--- src/common/cjb_pkg.sv ---
package cjb_pkg;
  localparam logic [5:0] OP_RTYPE = 6'h3a;
  localparam logic [5:0] OP_INITD = 6'h33;
  localparam logic [5:0] OP_JMPI = 6'h01;
  localparam logic [5:0] OP_LDB = 6'h07;
  localparam logic [5:0] OP_LDBIO = 6'h27;
  localparam logic [5:0] OP_LDBU = 6'h03;
  localparam logic [5:0] OP_LDBUIO = 6'h23;
  localparam logic [5:0] XOP_FLUSHP = 6'h04;
  localparam logic [5:0] XOP_FLUSHI = 6'h0c;
  localparam logic [5:0] XOP_INITI = 6'h29;
  localparam logic [5:0] XOP_JMP = 6'h0d;
  localparam int OP_LSB = 0;
  localparam int XOP_LSB = 11;
  localparam int OFFSET_FIELD_LSB = 6;
  localparam int JUMP_FIELD_LSB = 6;
  localparam int REGB_LSB = 22;
  localparam int REGA_LSB = 27;
  localparam int LINE_IDX_LSB = 5;
  localparam int LINE_IDX_W = 6;
  localparam int NUM_LINES = 64;
  localparam logic [4:0] LINK_REG = 5'h1f;
  localparam logic [31:0] RESET_PC = 32'h0000_0000;
  typedef enum logic [1:0] {
    CJB_IDLE,
    CJB_CACHE_RD,
    CJB_BUS_WAIT
  } cjb_state_t;
endpackage

--- src/hdl/cjb_valid_mem.sv ---
`timescale 1ns/1ps
// Per-line valid bits; read data registered
module cjb_valid_mem (
  input wire logic core_clk_i,
  input wire logic rst_n_i,
  input wire logic ce_i,
  input wire logic clr_i,
  input wire logic [cjb_pkg::LINE_IDX_W-1:0] clr_idx_i,
  input wire logic set_i,
  input wire logic [cjb_pkg::LINE_IDX_W-1:0] set_idx_i,
  input wire logic [cjb_pkg::LINE_IDX_W-1:0] rd_idx_i,
  output logic rd_valid_o
);
  typedef struct packed {
    logic [cjb_pkg::NUM_LINES-1:0] valid;
    logic rd_valid;
  } cjb_vm_t;
  cjb_vm_t st;
  cjb_vm_t next_st;
  always_comb begin
    next_st = st;
    if (clr_i) begin
      next_st.valid[clr_idx_i] = 1'b0;
    end
    // Fill after clear: a refill landing with an invalidate keeps the line
    if (set_i) begin
      next_st.valid[set_idx_i] = 1'b1;
    end
    // Read the updated bits so a same-edge change is never missed
    next_st.rd_valid = next_st.valid[rd_idx_i];
  end
  always_ff @(posedge core_clk_i) begin
    if (!rst_n_i) begin
      st <= '0;
    end else if (ce_i) begin
      st <= next_st;
    end
  end
  assign rd_valid_o = st.rd_valid;
endmodule

--- src/hdl/cjb_exec.sv ---
`timescale 1ns/1ps
// Contract
// - Prefetch-discard instruction flushes every younger fetched instruction.
// - Effective address is first source register plus sign-extended sixteen-bit offset.
// - Data-cache invalidate clears indexed line valid, no tag compare, no writeback; a fill to that line in the same cycle leaves it valid here.
// - Without data cache, data-cache invalidate does nothing.
// - Instruction-cache invalidate indexes line by first source register, ignores tag.
// - Without instruction cache, instruction-cache invalidate does nothing.
// - Register-indirect jump loads program counter from first source register.
// - Region jump target is pc[31:28] then jump target field times four.
// - Signed byte load sign-extends bit 7 across all 32 bits.
// - Unsigned byte load zero-fills upper 24 bits.
// - Cached byte loads may be answered from the data cache.
// - With data cache, peripheral byte loads always issue a bus read.
// - Without data cache, peripheral byte loads act like ordinary ones.
// - Instruction-cache line flush ignores tag, invalidates line; no-op without cache.
module cjb_exec #(
  parameter bit HAS_DCACHE = 1'b1,
  parameter bit HAS_ICACHE = 1'b1
) (
  input wire logic core_clk_i,
  input wire logic rst_n_i,
  input wire logic ce_i,
  input wire logic insn_valid_i,
  input wire logic [31:0] insn_i,
  input wire logic [31:0] pc_i,
  input wire logic [31:0] first_source_register_i,
  output logic busy_o,
  output logic pipe_flush_o,
  output logic pc_load_o,
  output logic [31:0] pc_target_o,
  output logic dc_inv_o,
  output logic [cjb_pkg::LINE_IDX_W-1:0] dc_inv_idx_o,
  output logic ic_inv_o,
  output logic [cjb_pkg::LINE_IDX_W-1:0] ic_inv_idx_o,
  output logic bus_read_o,
  output logic [31:0] bus_addr_o,
  input wire logic bus_waitrequest_i,
  input wire logic bus_readdatavalid_i,
  input wire logic [31:0] bus_readdata_i,
  input wire logic dc_fill_i,
  input wire logic [31:0] dc_fill_addr_i,
  input wire logic [7:0] dc_byte_i,
  output logic rf_we_o,
  output logic [4:0] load_destination_register_o,
  output logic [31:0] rf_wdata_o
);
  typedef struct packed {
    cjb_pkg::cjb_state_t fsm;
    logic busy;
    logic pipe_flush;
    logic pc_load;
    logic [31:0] pc_target;
    logic dc_inv;
    logic [cjb_pkg::LINE_IDX_W-1:0] dc_inv_idx;
    logic ic_inv;
    logic [cjb_pkg::LINE_IDX_W-1:0] ic_inv_idx;
    logic bus_read;
    logic [31:0] bus_addr;
    logic is_signed;
    logic [1:0] lane;
    logic rf_we;
    logic [4:0] dst;
    logic [31:0] rf_wdata;
  } cjb_ex_t;
  cjb_ex_t st;
  cjb_ex_t next_st;
  logic [5:0] op;
  logic [5:0] xop;
  logic [31:0] ea;
  logic is_rtype;
  logic hit_valid;
  logic [7:0] bus_byte;
  assign op = insn_i[cjb_pkg::OP_LSB +: 6];
  assign xop = insn_i[cjb_pkg::XOP_LSB +: 6];
  assign is_rtype = (op == cjb_pkg::OP_RTYPE);
  // Sign-extend offset, add to base
  assign ea = first_source_register_i
    + {{16{insn_i[cjb_pkg::OFFSET_FIELD_LSB+15]}},
    insn_i[cjb_pkg::OFFSET_FIELD_LSB +: 16]};
  assign bus_byte = bus_readdata_i[{st.lane, 3'b000} +: 8];
  cjb_valid_mem u_valid (
    .core_clk_i(core_clk_i),
    .rst_n_i(rst_n_i),
    .ce_i(ce_i),
    .clr_i(st.dc_inv),
    .clr_idx_i(st.dc_inv_idx),
    .set_i(dc_fill_i),
    .set_idx_i(dc_fill_addr_i[cjb_pkg::LINE_IDX_LSB +: cjb_pkg::LINE_IDX_W]),
    // Index by the next address so the registered valid belongs to the load just taken
    .rd_idx_i(next_st.bus_addr[cjb_pkg::LINE_IDX_LSB +: cjb_pkg::LINE_IDX_W]),
    .rd_valid_o(hit_valid)
  );
  function automatic logic [31:0] ext_byte(input logic [7:0] b, input logic sgn);
    ext_byte = sgn ? {{24{b[7]}}, b} : {24'h000000, b};
  endfunction
  always_comb begin
    next_st = st;
    next_st.pipe_flush = 1'b0;
    next_st.pc_load = 1'b0;
    next_st.dc_inv = 1'b0;
    next_st.ic_inv = 1'b0;
    next_st.rf_we = 1'b0;
    case (st.fsm)
      cjb_pkg::CJB_IDLE: begin
        if (insn_valid_i) begin
          if (is_rtype && xop == cjb_pkg::XOP_FLUSHP) begin
            next_st.pipe_flush = 1'b1;
          end else if (is_rtype && xop == cjb_pkg::XOP_JMP) begin
            next_st.pc_load = 1'b1;
            next_st.pipe_flush = 1'b1;
            next_st.pc_target = first_source_register_i;
          end else if (is_rtype && (xop == cjb_pkg::XOP_INITI || xop == cjb_pkg::XOP_FLUSHI)) begin
            next_st.ic_inv = HAS_ICACHE;
            next_st.ic_inv_idx =
              first_source_register_i[cjb_pkg::LINE_IDX_LSB +: cjb_pkg::LINE_IDX_W];
          end else if (op == cjb_pkg::OP_INITD) begin
            // Tag ignored, no writeback path at all
            next_st.dc_inv = HAS_DCACHE;
            next_st.dc_inv_idx = ea[cjb_pkg::LINE_IDX_LSB +: cjb_pkg::LINE_IDX_W];
          end else if (op == cjb_pkg::OP_JMPI) begin
            next_st.pc_load = 1'b1;
            next_st.pipe_flush = 1'b1;
            next_st.pc_target =
              {pc_i[31:28], insn_i[cjb_pkg::JUMP_FIELD_LSB +: 26], 2'b00};
          end else if (op == cjb_pkg::OP_LDB || op == cjb_pkg::OP_LDBU
                       || op == cjb_pkg::OP_LDBIO || op == cjb_pkg::OP_LDBUIO) begin
            next_st.busy = 1'b1;
            next_st.bus_addr = ea;
            next_st.lane = ea[1:0];
            next_st.is_signed = (op == cjb_pkg::OP_LDB || op == cjb_pkg::OP_LDBIO);
            next_st.dst = insn_i[cjb_pkg::REGB_LSB +: 5];
            if (HAS_DCACHE && (op == cjb_pkg::OP_LDB || op == cjb_pkg::OP_LDBU)) begin
              next_st.fsm = cjb_pkg::CJB_CACHE_RD;
            end else begin
              // Peripheral form never looks at the cache
              next_st.bus_read = 1'b1;
              next_st.fsm = cjb_pkg::CJB_BUS_WAIT;
            end
          end
        end
      end
      cjb_pkg::CJB_CACHE_RD: begin
        if (hit_valid) begin
          next_st.rf_we = 1'b1;
          next_st.rf_wdata = ext_byte(dc_byte_i, st.is_signed);
          next_st.busy = 1'b0;
          next_st.fsm = cjb_pkg::CJB_IDLE;
        end else begin
          next_st.bus_read = 1'b1;
          next_st.fsm = cjb_pkg::CJB_BUS_WAIT;
        end
      end
      cjb_pkg::CJB_BUS_WAIT: begin
        if (st.bus_read && !bus_waitrequest_i) begin
          next_st.bus_read = 1'b0;
        end
        if (bus_readdatavalid_i) begin
          next_st.bus_read = 1'b0;
          next_st.rf_we = 1'b1;
          next_st.rf_wdata = ext_byte(bus_byte, st.is_signed);
          next_st.busy = 1'b0;
          next_st.fsm = cjb_pkg::CJB_IDLE;
        end
      end
      default: begin
        next_st.fsm = cjb_pkg::CJB_IDLE;
      end
    endcase
  end
  always_ff @(posedge core_clk_i) begin
    if (!rst_n_i) begin
      st <= '0;
      st.fsm <= cjb_pkg::CJB_IDLE;
      st.pc_target <= cjb_pkg::RESET_PC;
    end else if (ce_i) begin
      st <= next_st;
    end
  end
  assign busy_o = st.busy;
  assign pipe_flush_o = st.pipe_flush;
  assign pc_load_o = st.pc_load;
  assign pc_target_o = st.pc_target;
  assign dc_inv_o = st.dc_inv;
  assign dc_inv_idx_o = st.dc_inv_idx;
  assign ic_inv_o = st.ic_inv;
  assign ic_inv_idx_o = st.ic_inv_idx;
  assign bus_read_o = st.bus_read;
  assign bus_addr_o = st.bus_addr;
  assign rf_we_o = st.rf_we;
  assign load_destination_register_o = st.dst;
  assign rf_wdata_o = st.rf_wdata;

  pipe_discard_a: assert property (@(posedge core_clk_i) disable iff (!rst_n_i)
    ce_i && st.fsm == cjb_pkg::CJB_IDLE && insn_valid_i && is_rtype
    && xop == cjb_pkg::XOP_FLUSHP |=> pipe_flush_o && !pc_load_o)
    else $error("flush pipeline not issued");
  jmp_target_a: assert property (@(posedge core_clk_i) disable iff (!rst_n_i)
    ce_i && st.fsm == cjb_pkg::CJB_IDLE && insn_valid_i && is_rtype
    && xop == cjb_pkg::XOP_JMP |=> pc_load_o && pc_target_o == $past(first_source_register_i))
    else $error("indirect jump target wrong");
  jmpi_region_a: assert property (@(posedge core_clk_i) disable iff (!rst_n_i)
    ce_i && st.fsm == cjb_pkg::CJB_IDLE && insn_valid_i && op == cjb_pkg::OP_JMPI
    |=> pc_target_o[31:28] == $past(pc_i[31:28]) && pc_target_o[1:0] == 2'b00
    && pc_target_o[27:2] == $past(insn_i[31:6]))
    else $error("region jump target wrong");
  dc_inv_a: assert property (@(posedge core_clk_i) disable iff (!rst_n_i)
    ce_i && st.fsm == cjb_pkg::CJB_IDLE && insn_valid_i && op == cjb_pkg::OP_INITD
    |=> dc_inv_o == HAS_DCACHE && dc_inv_idx_o == $past(ea[10:5]))
    else $error("data line invalidate wrong");
  ic_inv_a: assert property (@(posedge core_clk_i) disable iff (!rst_n_i)
    ce_i && st.fsm == cjb_pkg::CJB_IDLE && insn_valid_i && is_rtype
    && xop == cjb_pkg::XOP_INITI |=> ic_inv_o == HAS_ICACHE
    && ic_inv_idx_o == $past(first_source_register_i[10:5]))
    else $error("instruction line invalidate wrong");
  io_bypass_a: assert property (@(posedge core_clk_i) disable iff (!rst_n_i)
    ce_i && st.fsm == cjb_pkg::CJB_IDLE && insn_valid_i
    && (op == cjb_pkg::OP_LDBIO || op == cjb_pkg::OP_LDBUIO)
    |=> bus_read_o && bus_addr_o == $past(ea))
    else $error("peripheral load missed bus");
  signed_ext_a: assert property (@(posedge core_clk_i) disable iff (!rst_n_i)
    rf_we_o && $past(st.is_signed) |-> rf_wdata_o[31:8] == {24{rf_wdata_o[7]}})
    else $error("sign extension wrong");
  unsigned_ext_a: assert property (@(posedge core_clk_i) disable iff (!rst_n_i)
    rf_we_o && !$past(st.is_signed) |-> rf_wdata_o[31:8] == 24'h000000)
    else $error("zero extension wrong");
  load_done_a: assert property (@(posedge core_clk_i) disable iff (!rst_n_i)
    st.fsm == cjb_pkg::CJB_CACHE_RD && ce_i && hit_valid |=> rf_we_o && !busy_o)
    else $error("cache hit not returned");
  jmp_c: cover property (@(posedge core_clk_i) disable iff (!rst_n_i) pc_load_o);
  hit_c: cover property (@(posedge core_clk_i) disable iff (!rst_n_i)
    st.fsm == cjb_pkg::CJB_CACHE_RD && hit_valid);
  bus_c: cover property (@(posedge core_clk_i) disable iff (!rst_n_i)
    bus_readdatavalid_i && st.fsm == cjb_pkg::CJB_BUS_WAIT);
  inv_c: cover property (@(posedge core_clk_i) disable iff (!rst_n_i) dc_inv_o || ic_inv_o);
endmodule

--- config.mk ---
export PLATFORM = sky130hd
export DESIGN_NAME = cjb_exec
export DESIGN_NICKNAME = d
export VERILOG_FILES = /design/src/common/cjb_pkg.sv /design/src/hdl/cjb_valid_mem.sv /design/src/hdl/cjb_exec.sv
export SDC_FILE = /design/constraint.sdc
export NUM_CORES = 1
export LEC_CHECK = 0
export BUFFER_PORTS_ARGS = -buffer_cell sky130_fd_sc_hd__buf_2
export CORE_AREA = 2 2 157 159
export DETAILED_ROUTE_END_ITERATION = 16
export DIE_AREA = 0 0 159 161
export PLACE_DENSITY = 0.7
export REMOVE_ABC_BUFFERS = 1
export SKIP_LAST_GASP = 1
export SYNTH_ARGS = -nofsm -noshare
export SYNTH_HDL_FRONTEND = slang
export SYNTH_SLANG_ARGS = --single-unit
--- constraint.sdc ---
create_clock -name core_clk_i -period 3.2 [get_ports core_clk_i]
set_input_delay 0.16 -clock core_clk_i [delete_from_list [all_inputs] [get_ports core_clk_i]]
set_output_delay 0.16 -clock core_clk_i [all_outputs]
set_load 0.03 [all_outputs]
# Yosys cells after proc, flatten, opt, wreduce, memory -nomap -nowiden
# Cells that the tools add are included.
# word_totals
inputBits	175
latch_bits	0
output_inout_bits	120
memories	0
rom_bits	0
mem_bits_rw	0
word_cells	132
register_bits	190
# classes
muxes	47
magnitude_cmp	5
reduce_logical	24
div_mod_pow	0
n_bitwise	8
mul	0
n_shift	1
n_eq_ne	27
n_addsub	1
# op_table
operator	n
$mux W36	4
$mux W32	4
$mux W64	2
$mux W87	1
$mux W83	1
$mux W34	2
$and A64 B64 Y64	1
$not A64 Y64	1
$or A64 B64 Y64	1
$pmux W32 S2	1
$mux W50	1
$mux W48	1
$mux W44	1
$mux W37	1
$add A32 B32 Y32	1
$shiftx A32 B6 Y8	1
$eq A6 B6 Y1 const B	5
$ne A2 B2 Y1 const B	12
$lt A6 B7 Y1 const B	3
$reduce_and A9 Y1	2
$mux W3	5
$mux W14	1
$mux W7	2
$reduce_and A7 Y1	2
other kinds (27)	57

# Depth between registers and ports, before layout
# Gate-level depths: netlist of run 1.
# depth
ltp_word	14
depth_mapped	14

# Cells and area by module
# Synthesis of run 1 repeated with hierarchy kept, for this count alone.
# hier_totals
cells_unflattened	1447
hier_area_um2	11169.5
# by_module_without_submodules
mod	cells_each	area_per_inst_um2	n_inst
cjb_exec	866	6881.6	1
cjb_valid_mem	581	4287.9	1

# Worst setup path before layout of run 1
# Ideal clock, no wire load.
# synth_path
path_type	input to register
start	in insn_i[6]
end	reg u_valid.st, in the netlist u_valid.rd_valid_o
slack_ns	0.290
arrival_time_ns	2.835
stages	13
t_required_ns	3.126
path_cell_list	ha_1 fa_1 a21o_1 and4_1 nor2_1 xnor2_1 mux2_2 buf_1 mux2i_1 mux2i_1 a2111oi_0 nand2_1 a31oi_1
# synth_via
elab_chain_cells	11
# synth_lines
item	line_no	source
from (decl)	cjb_exec.sv:25	input wire logic [31:0] insn_i,
$add A32 B32 Y32	cjb_exec.sv:79	+ {{16{insn_i[cjb_pkg::OFFSET_FIELD_LSB+15]}},
$mux W36	cjb_exec.sv:126	end else if (op == cjb_pkg::OP_LDB || op == cjb_pkg::OP_LDBU
$mux W36	cjb_exec.sv:121	end else if (op == cjb_pkg::OP_JMPI) begin
$mux W36	cjb_exec.sv:117	end else if (op == cjb_pkg::OP_INITD) begin
$mux W36	cjb_exec.sv:113	end else if (is_rtype && (xop == cjb_pkg::XOP_INITI || xop == cjb_pkg::XOP_FLUSHI)) begin
$mux W50	cjb_exec.sv:109	end else if (is_rtype && xop == cjb_pkg::XOP_JMP) begin
$mux W83	cjb_exec.sv:107	if (is_rtype && xop == cjb_pkg::XOP_FLUSHP) begin
$mux W87	cjb_exec.sv:106	if (insn_valid_i) begin
$mux W14	cjb_exec.sv:104	case (st.fsm)
$bmux W1 S6	cjb_valid_mem.sv:30	next_st.rd_valid = next_st.valid[rd_idx_i];
$mux W1 (not written as such)	cjb_valid_mem.sv:30	
to (signal assigned)	cjb_valid_mem.sv:36	st <= next_st;
to (decl)	cjb_valid_mem.sv:18	cjb_vm_t st;
# No other way between the ends. The select of a mux whose other input is x is not followed.
# A chain may end at the register's enable or synchronous reset.

# Final worst setup path of run 1
# layout_path
start	reg st[123] (netlist name)
end	reg u_valid.st, in the netlist u_valid.rd_valid_o
# layout_via
elab_chain_cells	4
# layout_lines
item	line_no	source
from (decl)	cjb_exec.sv:66	cjb_ex_t st;
from (signal assigned)	cjb_exec.sv:177	st <= next_st;
$logic_not A2 Y1	cjb_exec.sv:104	
$mux W14	cjb_exec.sv:104	
$bmux W1 S6	cjb_valid_mem.sv:30	
$mux W1 (not written as such)	cjb_valid_mem.sv:30	
# No other way between the ends. The select of a mux whose other input is x is not followed.

==> results_dict.tcl, run 1 <==
set metrics [dict create \
    status "completed" \
    start_kind "register" \
    fin_nets 1706 \
    worstMarginPinSlew_ps 806.0 \
    max-cap-violations 0 \
    track_usage_pct 25.76 \
    cp.arrival_ps 3290 \
    port_buffers 240 \
    ys_ff_latch 165 \
    routed_wl_mm 33.90 \
    die-area_sq_mm 0.02560 \
    hold_viol 0 \
    path_clk_slew_ps 70 \
    insertion_delay_ps 450 \
    leakage_nw 4.881 \
    drtIter0Drc 761 \
    grt_pass1_wl_mm 53.05 \
    relSlewSlack_pct 46.07 \
    drt_pass1_iterations 7 \
    drive_gt1_share_pct 23.67 \
    placedCellCount 1793 \
    min_period_ps 2938 \
    syn_area_per_cell_sq_um 7.772 \
    setup_viol 0 \
    core-area_sq_mm 0.02396 \
    ys_types 68 \
    whs_ps 17.34 \
    place_area_sq_mm 0.01150 \
    clkSinkCount 165 \
    yosysSeqAreaShare_pct 31.18 \
    critPathCaptureType "register" \
    synth-edff-count 0 \
    ios 295 \
    htreeDepth 4 \
    power_density_mw_per_mm2 415.7 \
    postLayoutCellArea_sq_mm 0.01218 \
    place_ws_ps -123.5 \
    clock.fmax_ghz 0.3404 \
    synth_ff_type "dfxtp_1" \
    areaGrowthSynthToFinish_pct 14.94 \
    layout_commonest_cell "buf_2" \
    regArea_sq_mm 0.003303 \
    vias 10491 \
    grt_pass1_vias 9912 \
    slew_viol_final 0 \
    die_w_microns 159 \
    cts-root-buf "clkbuf_16" \
    post_cts_resized 0 \
    fillers 2396 \
    synth_cells 1363 \
    start_util_pct 44.21 \
    hp-class "primary input to register" \
    antenna_found_initial 1 \
    hpwl_mm 24.94 \
    yosysWarnings 0 \
    grt_overflow 0 \
    rows 57 \
    fin_ws_ps 262.4 \
    min_period_over_period_pct 91.80 \
    avgRoutedWirePerCell_microns 18.49 \
    vdd_drop_max_mv 0.3777 \
    grt_max_degree 71 \
    crit_required_ps 3560 \
    place_congestion 0.9129 \
    synthArstFlopShare_pct 0 \
    die-height_microns 161 \
    clock_skew_ps 18.69 \
    cts_buffers 17 \
    finalNonFillerCells 1833 \
    path_class "register to register" \
    rsz0062_at_grt "false" \
    drcViolationCount 0 \
    most-common-layout-cells "buf_2, nand2_1, dfxtp_1" \
    final_antenna_net_count 0 \
    cts_buffer_depth 2 \
    multiInputGateArea_sq_mm 0.006088 \
    vias_per_cell 5.723 \
    syn-cell-area_sq_mm 0.01059 \
    cts_tree "done" \
    critPathMaxFanout 13 \
    fin_setup_tns_ps 0 \
]
-- critical path: stages (launching register included) --
cell	delay [ps]
dfxtp_1	350
inv_1	90
ha_1	180
nand2_1	150
nor2_8	190
mux2_4	430
buf_4	220
a21oi_1	200
a2111oi_0	130
o32ai_1	270
or4b_1	470
a31oi_1	160
-- what timing repair did --
action                    in CTS  in global routing
hold endpoints to repair       7                  0
hold buffers                   7                  0
buffers inserted               0                  0
-- area by class of cell --
| cell class | count | share of cell area, % |
|---|---|---|
| Antenna cell | 1 | 0.02055 |
| Clock buffer | 17 | 3.494 |
| Clock inverter | 15 | 1.439 |
| Inverter | 12 | 0.3905 |
| Multi-Input combinational cell | 993 | 50.00 |
| Sequential cell | 165 | 27.13 |
| Tap cell | 324 | 3.329 |
| Timing Repair Buffer | 306 | 14.20 |
-- cell usage after synthesis, types with 6 or more instances --
| cell type | count | area, sq um |
|---|---|---|
| nand2_1 | 197 | 739.5 |
| dfxtp_1 | 165 | 3303 |
| nor2_1 | 148 | 555.5 |
| buf_4 | 115 | 863.3 |
| o21ai_0 | 112 | 560.5 |
| a21oi_1 | 95 | 475.5 |
| clkbuf_1 | 70 | 262.8 |
| a211oi_1 | 65 | 488.0 |
| mux2i_1 | 57 | 570.6 |
| a22oi_1 | 41 | 307.8 |
| ha_1 | 35 | 437.9 |
| nand3_1 | 25 | 125.1 |
| a21o_1 | 20 | 150.1 |
| nor3_1 | 18 | 90.09 |
| xnor2_1 | 18 | 157.7 |
| nand2b_1 | 12 | 75.07 |
| inv_1 | 11 | 41.29 |
| a31oi_1 | 10 | 62.56 |
| nor2b_1 | 10 | 62.56 |
| a311oi_1 | 9 | 78.83 |
| mux4_2 | 8 | 180.2 |
| nand4_1 | 8 | 50.05 |
| or3_1 | 8 | 50.05 |
| xor2_1 | 7 | 61.31 |
| and2_1 | 6 | 37.54 |
| buf_1 | 6 | 22.52 |
| nand3b_1 | 6 | 45.04 |
| o211ai_1 | 6 | 45.04 |
-- metal layers --
| metal | track usage, % | share of wire, % | vias up | wire length (microns) |
|---|---|---|---|---|
| li1 | - | - | 5044 | - |
| met1 | 32.95 | 42 | 4951 | 14240 |
| met2 | 42.71 | 47 | 415 | 15970 |
| met3 | 6.574 | 7.9 | 81 | 2667 |
| met4 | 8.306 | 3.0 | 0 | 1017 |
| met5 | 0 | 0 | - | 0 |
-- where the power goes --
group	internal [mW]	switching (mW)	total, mW
logic	0.345	0.490	0.835
clock network	1.06	1.05	2.11
registers	2.09	0.0254	2.11
-- registers in the layout (all words and copies together), names as in the netlist --
name and count:
pc_load_o 1, busy_o 1, ic_inv_o 1, st 3, u_valid.rd_valid_o 1, pipe_flush_o 1, u_valid.st 64, ic_inv_idx_o 6
rf_we_o 1, load_destination_register_o 5, bus_addr_o 32, rf_wdata_o 9, pc_target_o 32, dc_inv_idx_o 6, bus_read_o 1, dc_inv_o 1
-- stage by stage --
stage	power (mW)	util (%)
global placement	2.963	48.01
detailed placement	2.973	48.01
finish	5.062	50.81
global route	5.260	50.80
CTS	5.080	50.80
floorplan	2.634	-
-- cells by family after synthesis --
family                     share of synthesized area [%]
muxes                                              7.653
adders and majority gates                          4.323
AOI/OAI and AO/OA                                  24.19
and+or+nand+nor                                    19.09
DFF                                                31.18
buffers and inverters                              11.50
xor gates and xnor gates                           2.067
-- final timing paths --
kind	start	to	slack, ps	depth (start not counted)
max reg2reg	st[123]$_SDFFE_PN0P_	u_valid.rd_valid_o$_SDFFE_PN0P_	260	11
min reg2reg	bus_addr_o[12]$_SDFFE_PN0P_	bus_addr_o[12]$_SDFFE_PN0P_	460	2
max	st[123]$_SDFFE_PN0P_	u_valid.rd_valid_o$_SDFFE_PN0P_	260	11
min	first_source_register_i[5]	ic_inv_idx_o[0]$_SDFFE_PN0P_	20	3
No activity file was read; power rests on OpenSTA's default activity.
==> run 2: changes to the inputs <==
MAX_ROUTING_LAYER = met4   (was not set)
==> run 2 against run 1 <==
Against the previous run: largest power group unchanged; sequential power is essentially flat; global-route usage is 0.33 points higher; clock-buffer cell count is 1 higher; critical path type is now primary input to register; utilization up 0.11 points.
==> results_dict.tcl, run 2 (synthesized netlist as in run 1, its figures left out) <==
set metrics [dict create \
    status "completed" \
    slew_viol_final 0 \
    die_w_microns 159 \
    drive_gt1_share_pct 23.77 \
    insertion_delay_ps 430 \
    final_util_pct 50.92 \
    drt_pass1_iterations 6 \
    hold_viol 0 \
    rows 57 \
    critPathMaxFanout 6 \
    cts_setup_buffers 0 \
    hpwl_mm 24.83 \
    cts_buffer_depth 2 \
    clock_skew_ps 15.31 \
    routed_wl_mm 33.24 \
    placedCellCount 1795 \
    finalNonFillerCells 1836 \
    regMostFlops "u_valid.st" \
    drtIter0Drc 704 \
    port_buffers 240 \
    core-area_sq_mm 0.02396 \
    fin_nets 1708 \
    min_period_over_period_pct 89.09 \
    setup_viol 0 \
    vias_per_cell 5.624 \
    path_class "primary input to register" \
    clkSinkCount 165 \
    antenna_found_initial 1 \
    largest_reg_flops 64 \
    clock.fmax_ghz 0.3508 \
    most-common-layout-cells "buf_2, nand2_1, dfxtp_1" \
    die-height_microns 161 \
    ios 295 \
    vias 10325 \
    drcViolationCount 0 \
    final_antenna_net_count 0 \
    layout_commonest_cell "buf_2" \
    leakage_nw 4.889 \
    path_clk_slew_ps 70 \
    relSlewSlack_pct 46.27 \
    critPathCaptureType "register" \
    hold_depth 3 \
    place_ws_ps -51.43 \
    cts_buffers 17 \
    min_period_ps 2851 \
    grt_overflow 0 \
    place_congestion 0.9346 \
    grt_pass1_vias 9831 \
    htreeDepth 4 \
    cp.arrival_ps 3200 \
    avgRoutedWirePerCell_microns 18.10 \
    whs_ps 41.30 \
    hp-class "primary input to register" \
    start_util_pct 44.21 \
    areaGrowthSynthToFinish_pct 15.19 \
    cts-root-buf "clkbuf_16" \
    max-cap-violations 0 \
    fin_ws_ps 349.0 \
    crit_required_ps 3550 \
    vdd_drop_max_mv 0.2901 \
    cts_tree "done" \
    start_kind "primary input" \
    worstMarginPinSlew_ps 803.0 \
    rsz0062_at_grt "false" \
    power_density_mw_per_mm2 410.7 \
    ff2ff_path_depth 12 \
    grt_pass1_wl_mm 52.25 \
    die-area_sq_mm 0.02560 \
    track_usage_pct 26.10 \
    grt_max_degree 68 \
]
==> run 2: changes by cell type in the layout (fill, tap and decap cells not counted), sizes merged <==
cell,before,now
buf,299,301
inv,21,19
clkbuf,17,18
clkinvlp,1,2
diode,1,2
==> run 2: worst paths after layout <==
| check | endpoint | slack [ps] | startpoint |
|---|---|---|---|
| setup / recovery | u_valid.rd_valid_o$_SDFFE_PN0P_ | 350 | insn_i[6] |
| hold / removal | ic_inv_idx_o[0]$_SDFFE_PN0P_ | 40 | first_source_register_i[5] |
| setup reg to reg | u_valid.rd_valid_o$_SDFFE_PN0P_ | 360 | st[123]$_SDFFE_PN0P_ |
| hold reg to reg | bus_addr_o[21]$_SDFFE_PN0P_ | 450 | bus_addr_o[21]$_SDFFE_PN0P_ |
==> run 2: layout make-up <==
type / instances / area (sq um)
fillers: 2421 / 11760
clock inverters: 14 / 157.7
well taps: 324 / 405.4
clock buffers: 18 / 439.2
flip-flops and latches: 165 / 3303
repair buffers: 308 / 1757
multi-input cells: 993 / 6088
diodes: 2 / 5.005
inverters: 12 / 47.55
==> run 2: per-layer routing <==
metal  global-route usage, %  part of all wire, %
met1                   32.57                   42
met5                       -                    0
met4                   9.008                  2.6
met2                   42.33                   48
met3                   5.265                  7.1
==> run 2: through the flow <==
step                      total power [mW]  area, sq um  TNS (ps)
after floorplan                      2.634         9420   -120300
after global placement               2.972        11530    -48.18
after detailed placement             2.979        11530    -109.4
after CTS                            5.049        12200         0
after global routing                 5.221        12200         0
final                                5.012        12200         0
==> run 2: what timing repair did <==
item,4_1_cts,5_1_grt
hold buffers,7,0
hold endpoints to repair,7,0
gates resized for setup,0,0
==> run 2: worst max-delay path: stages <==
cell     delay, ps
buf_2          110
ha_1           220
fa_1           400
a21o_1         210
and4_1         240
nor2_1         120
xnor2_1        200
mux2_2         330
mux2i_1        220
o32ai_1        110
o32ai_1        260
or4b_1         460
a31oi_1        160
==> run 2: power breakdown <==
part | switching, mW | total [mW] | internal, mW
Sequential | 0.0251 | 2.11 | 2.09
Clock | 0.994 | 2.06 | 1.07
Combinational | 0.486 | 0.835 | 0.348
Total | 1.51 | 5.01 | 3.51
==> run 3: changes to the inputs <==
PLACE_DENSITY = 0.79   (was 0.7)
==> run 3 against run 2 <==
Against the previous run: non-clock buffer count shrank 5; hold slack got worse by 20 ps; register-to-register slack got worse by 190 ps; largest cell class unchanged; combinational power up 0.6%; die area is the same; clock-buffer cell count up 1; highest routed layer unchanged; routed wire length grew 0.34%; clock power is 8% higher; cell area about the same; utilization about the same; first-iteration DRC count increased by 32%; critical path type is now register to register.
==> results_dict.tcl, run 3 (synthesized netlist as in run 1, its figures left out) <==
set metrics [dict create \
    status "completed" \
    power_density_mw_per_mm2 424.9 \
    critPathMaxFanout 9 \
    ff2ff_path_depth 11 \
    clock_skew_ps 11.64 \
    hold_viol 0 \
    path_clk_slew_ps 70 \
    worstMarginPinSlew_ps 1075 \
    grt_pass1_vias 10057 \
    areaGrowthSynthToFinish_pct 15.17 \
    path_depth 11 \
    routed_wl_mm 33.35 \
    start_util_pct 44.21 \
    hpwl_mm 24.77 \
    cts_tree "done" \
    clkSinkCount 165 \
    rsz0062_at_grt "false" \
    critPathCaptureType "register" \
    fin_setup_tns_ps 0 \
    slew_viol_final 0 \
    die-area_sq_mm 0.02560 \
    cp.arrival_ps 3400 \
    slowest_delay_ps 550 \
    reg2reg_from "st[123]$_SDFFE_PN0P_" \
    pwr-share-clk_pct 43.0 \
    die_w_microns 159 \
    grt_max_degree 85 \
    clock.fmax_ghz 0.3296 \
    final_antenna_net_count 0 \
    leakage_nw 4.893 \
    min_period_ps 3034 \
    track_usage_pct 26.25 \
    critPathCapture "u_valid.rd_valid_o$_SDFFE_PN0P_" \
    grt_overflow 0 \
    max-cap-violations 0 \
    place_congestion 0.9606 \
    critPathBufInv 3 \
    most-common-layout-cells "buf_2, nand2_1, dfxtp_1" \
    drcViolationCount 0 \
    ios 295 \
    critPathTopFamily "simple AND/OR/NAND/NOR gates" \
    final_util_pct 50.91 \
    crit_top_cell "buf_4" \
    fin_nets 1703 \
    drt_pass1_iterations 6 \
    p_total_mw 5.184 \
    fillers 2332 \
    hp-class "primary input to register" \
    grt_pass1_wl_mm 52.75 \
    path_class "register to register" \
    drive_gt1_share_pct 23.72 \
    swShare_pct 28.06 \
    port_buffers 240 \
    crit_required_ps 3570 \
    setup_viol 0 \
    cts_buffers 17 \
    finalNonFillerCells 1831 \
    largest_reg_flops 64 \
    rrSetupSlack_ps 170 \
    core-area_sq_mm 0.02396 \
    vias 10534 \
    min_period_over_period_pct 94.80 \
    layout_commonest_cell "buf_2" \
    start_kind "register" \
    drtIter0Drc 929 \
    vias_per_cell 5.753 \
    cpMaxStageDelayCell "or4b_1" \
    placedCellCount 1792 \
    p_comb_share_pct 16.2 \
    cts_buffer_depth 2 \
    cts-root-buf "clkbuf_16" \
    power.internal_mw 3.729 \
    crit_path_cell_trace "inv_1 > ha_1 > nand2_1 > nor2_8 > buf_4 > mux2_2 > buf_4 > a311oi_1 > nor3_1 > or4b_1 > a31oi_1" \
    regMostFlops "u_valid.st" \
    rows 57 \
    avgRoutedWirePerCell_microns 18.21 \
    relSlewSlack_pct 28.07 \
    antenna_found_initial 2 \
    insertion_delay_ps 440 \
    die-height_microns 161 \
    power_frac_seq_pct 40.8 \
    switching_power_mw 1.454 \
    crit_start "st[123]$_SDFFE_PN0P_" \
    r2r_end "u_valid.rd_valid_o$_SDFFE_PN0P_" \
    vdd_drop_max_mv 0.3801 \
    htreeDepth 4 \
    post_cts_resized 0 \
]
[run 3: cell type report]
cell class	instances	area, sq um	area share, %
clock inverters	13	181.4	1.487
diodes	2	5.005	0.04102
clock buffers	19	452.9	3.712
repair buffers	303	1712	14.03
flip-flops and latches	165	3303	27.07
well taps	324	405.4	3.323
multi-input cells	993	6093	49.94
inverters	12	47.55	0.3897
[run 3: worst min-delay path by stage]
stage,end,cells past startpoint,from
2_1_floorplan,bus_addr_o[10]$_SDFFE_PN0P_,1,ce_i
3_3_place_gp,load_destination_register_o[3]$_SDFFE_PN0P_,3,insn_i[25]
3_5_place_dp,load_destination_register_o[2]$_SDFFE_PN0P_,3,insn_i[24]
4_1_cts,st[40]$_SDFFE_PN0P_,3,insn_i[2]
5_1_grt,load_destination_register_o[4]$_SDFFE_PN0P_,3,insn_i[26]
6_report,load_destination_register_o[4]$_SDFFE_PN0P_,3,insn_i[26]
[run 3: stage by stage]
| stage | setup slack (ps) | instance area (sq um) | hold WS, ps |
|---|---|---|---|
| floorplan | -2331 | 9420 | 249.4 |
| global placement | -54.06 | 11510 | 415.3 |
| detailed placement | -94.44 | 11510 | 426.7 |
| CTS | 221.3 | 12200 | 10.68 |
| global route | 5.405 | 12200 | 12.11 |
| finish | 166.3 | 12200 | 21.00 |
[run 3: power by group through the flow]
stage	sequential (mW)	clock (mW)	combinational, mW
2_1_floorplan	2.18	0	0.457
3_3_place_gp	2.16	0	0.797
3_5_place_dp	2.16	0	0.814
4_1_cts	2.11	2.25	0.825
5_1_grt	2.12	2.35	0.915
6_report	2.11	2.23	0.840
[run 3: timing repair]
action | 4_1_cts | 5_1_grt
setup buffers | 0 | 0
hold endpoints to repair | 5 | 0
hold buffers | 5 | 0
[run 3: routing by layer]
metal	global-route usage (%)	wire (microns)	vias to the layer above
met2	42.71	15810	475
li1	-	-	5042
met5	-	0	-
met3	6.857	2845	84
met1	31.08	13600	4933
met4	10.58	1092	0
[run 3: worst reg2reg max path: cells and delay by family, from the launching register on]
kind / cells / cell delay [ps]
flip-flops: 1 / 350
adder cells (fa/ha/maj): 1 / 270
AO/OA/AOI/OAI: 2 / 470
AND/OR/NAND/NOR: 4 / 990
multiplexers: 1 / 430
buffers and inverters: 3 / 460
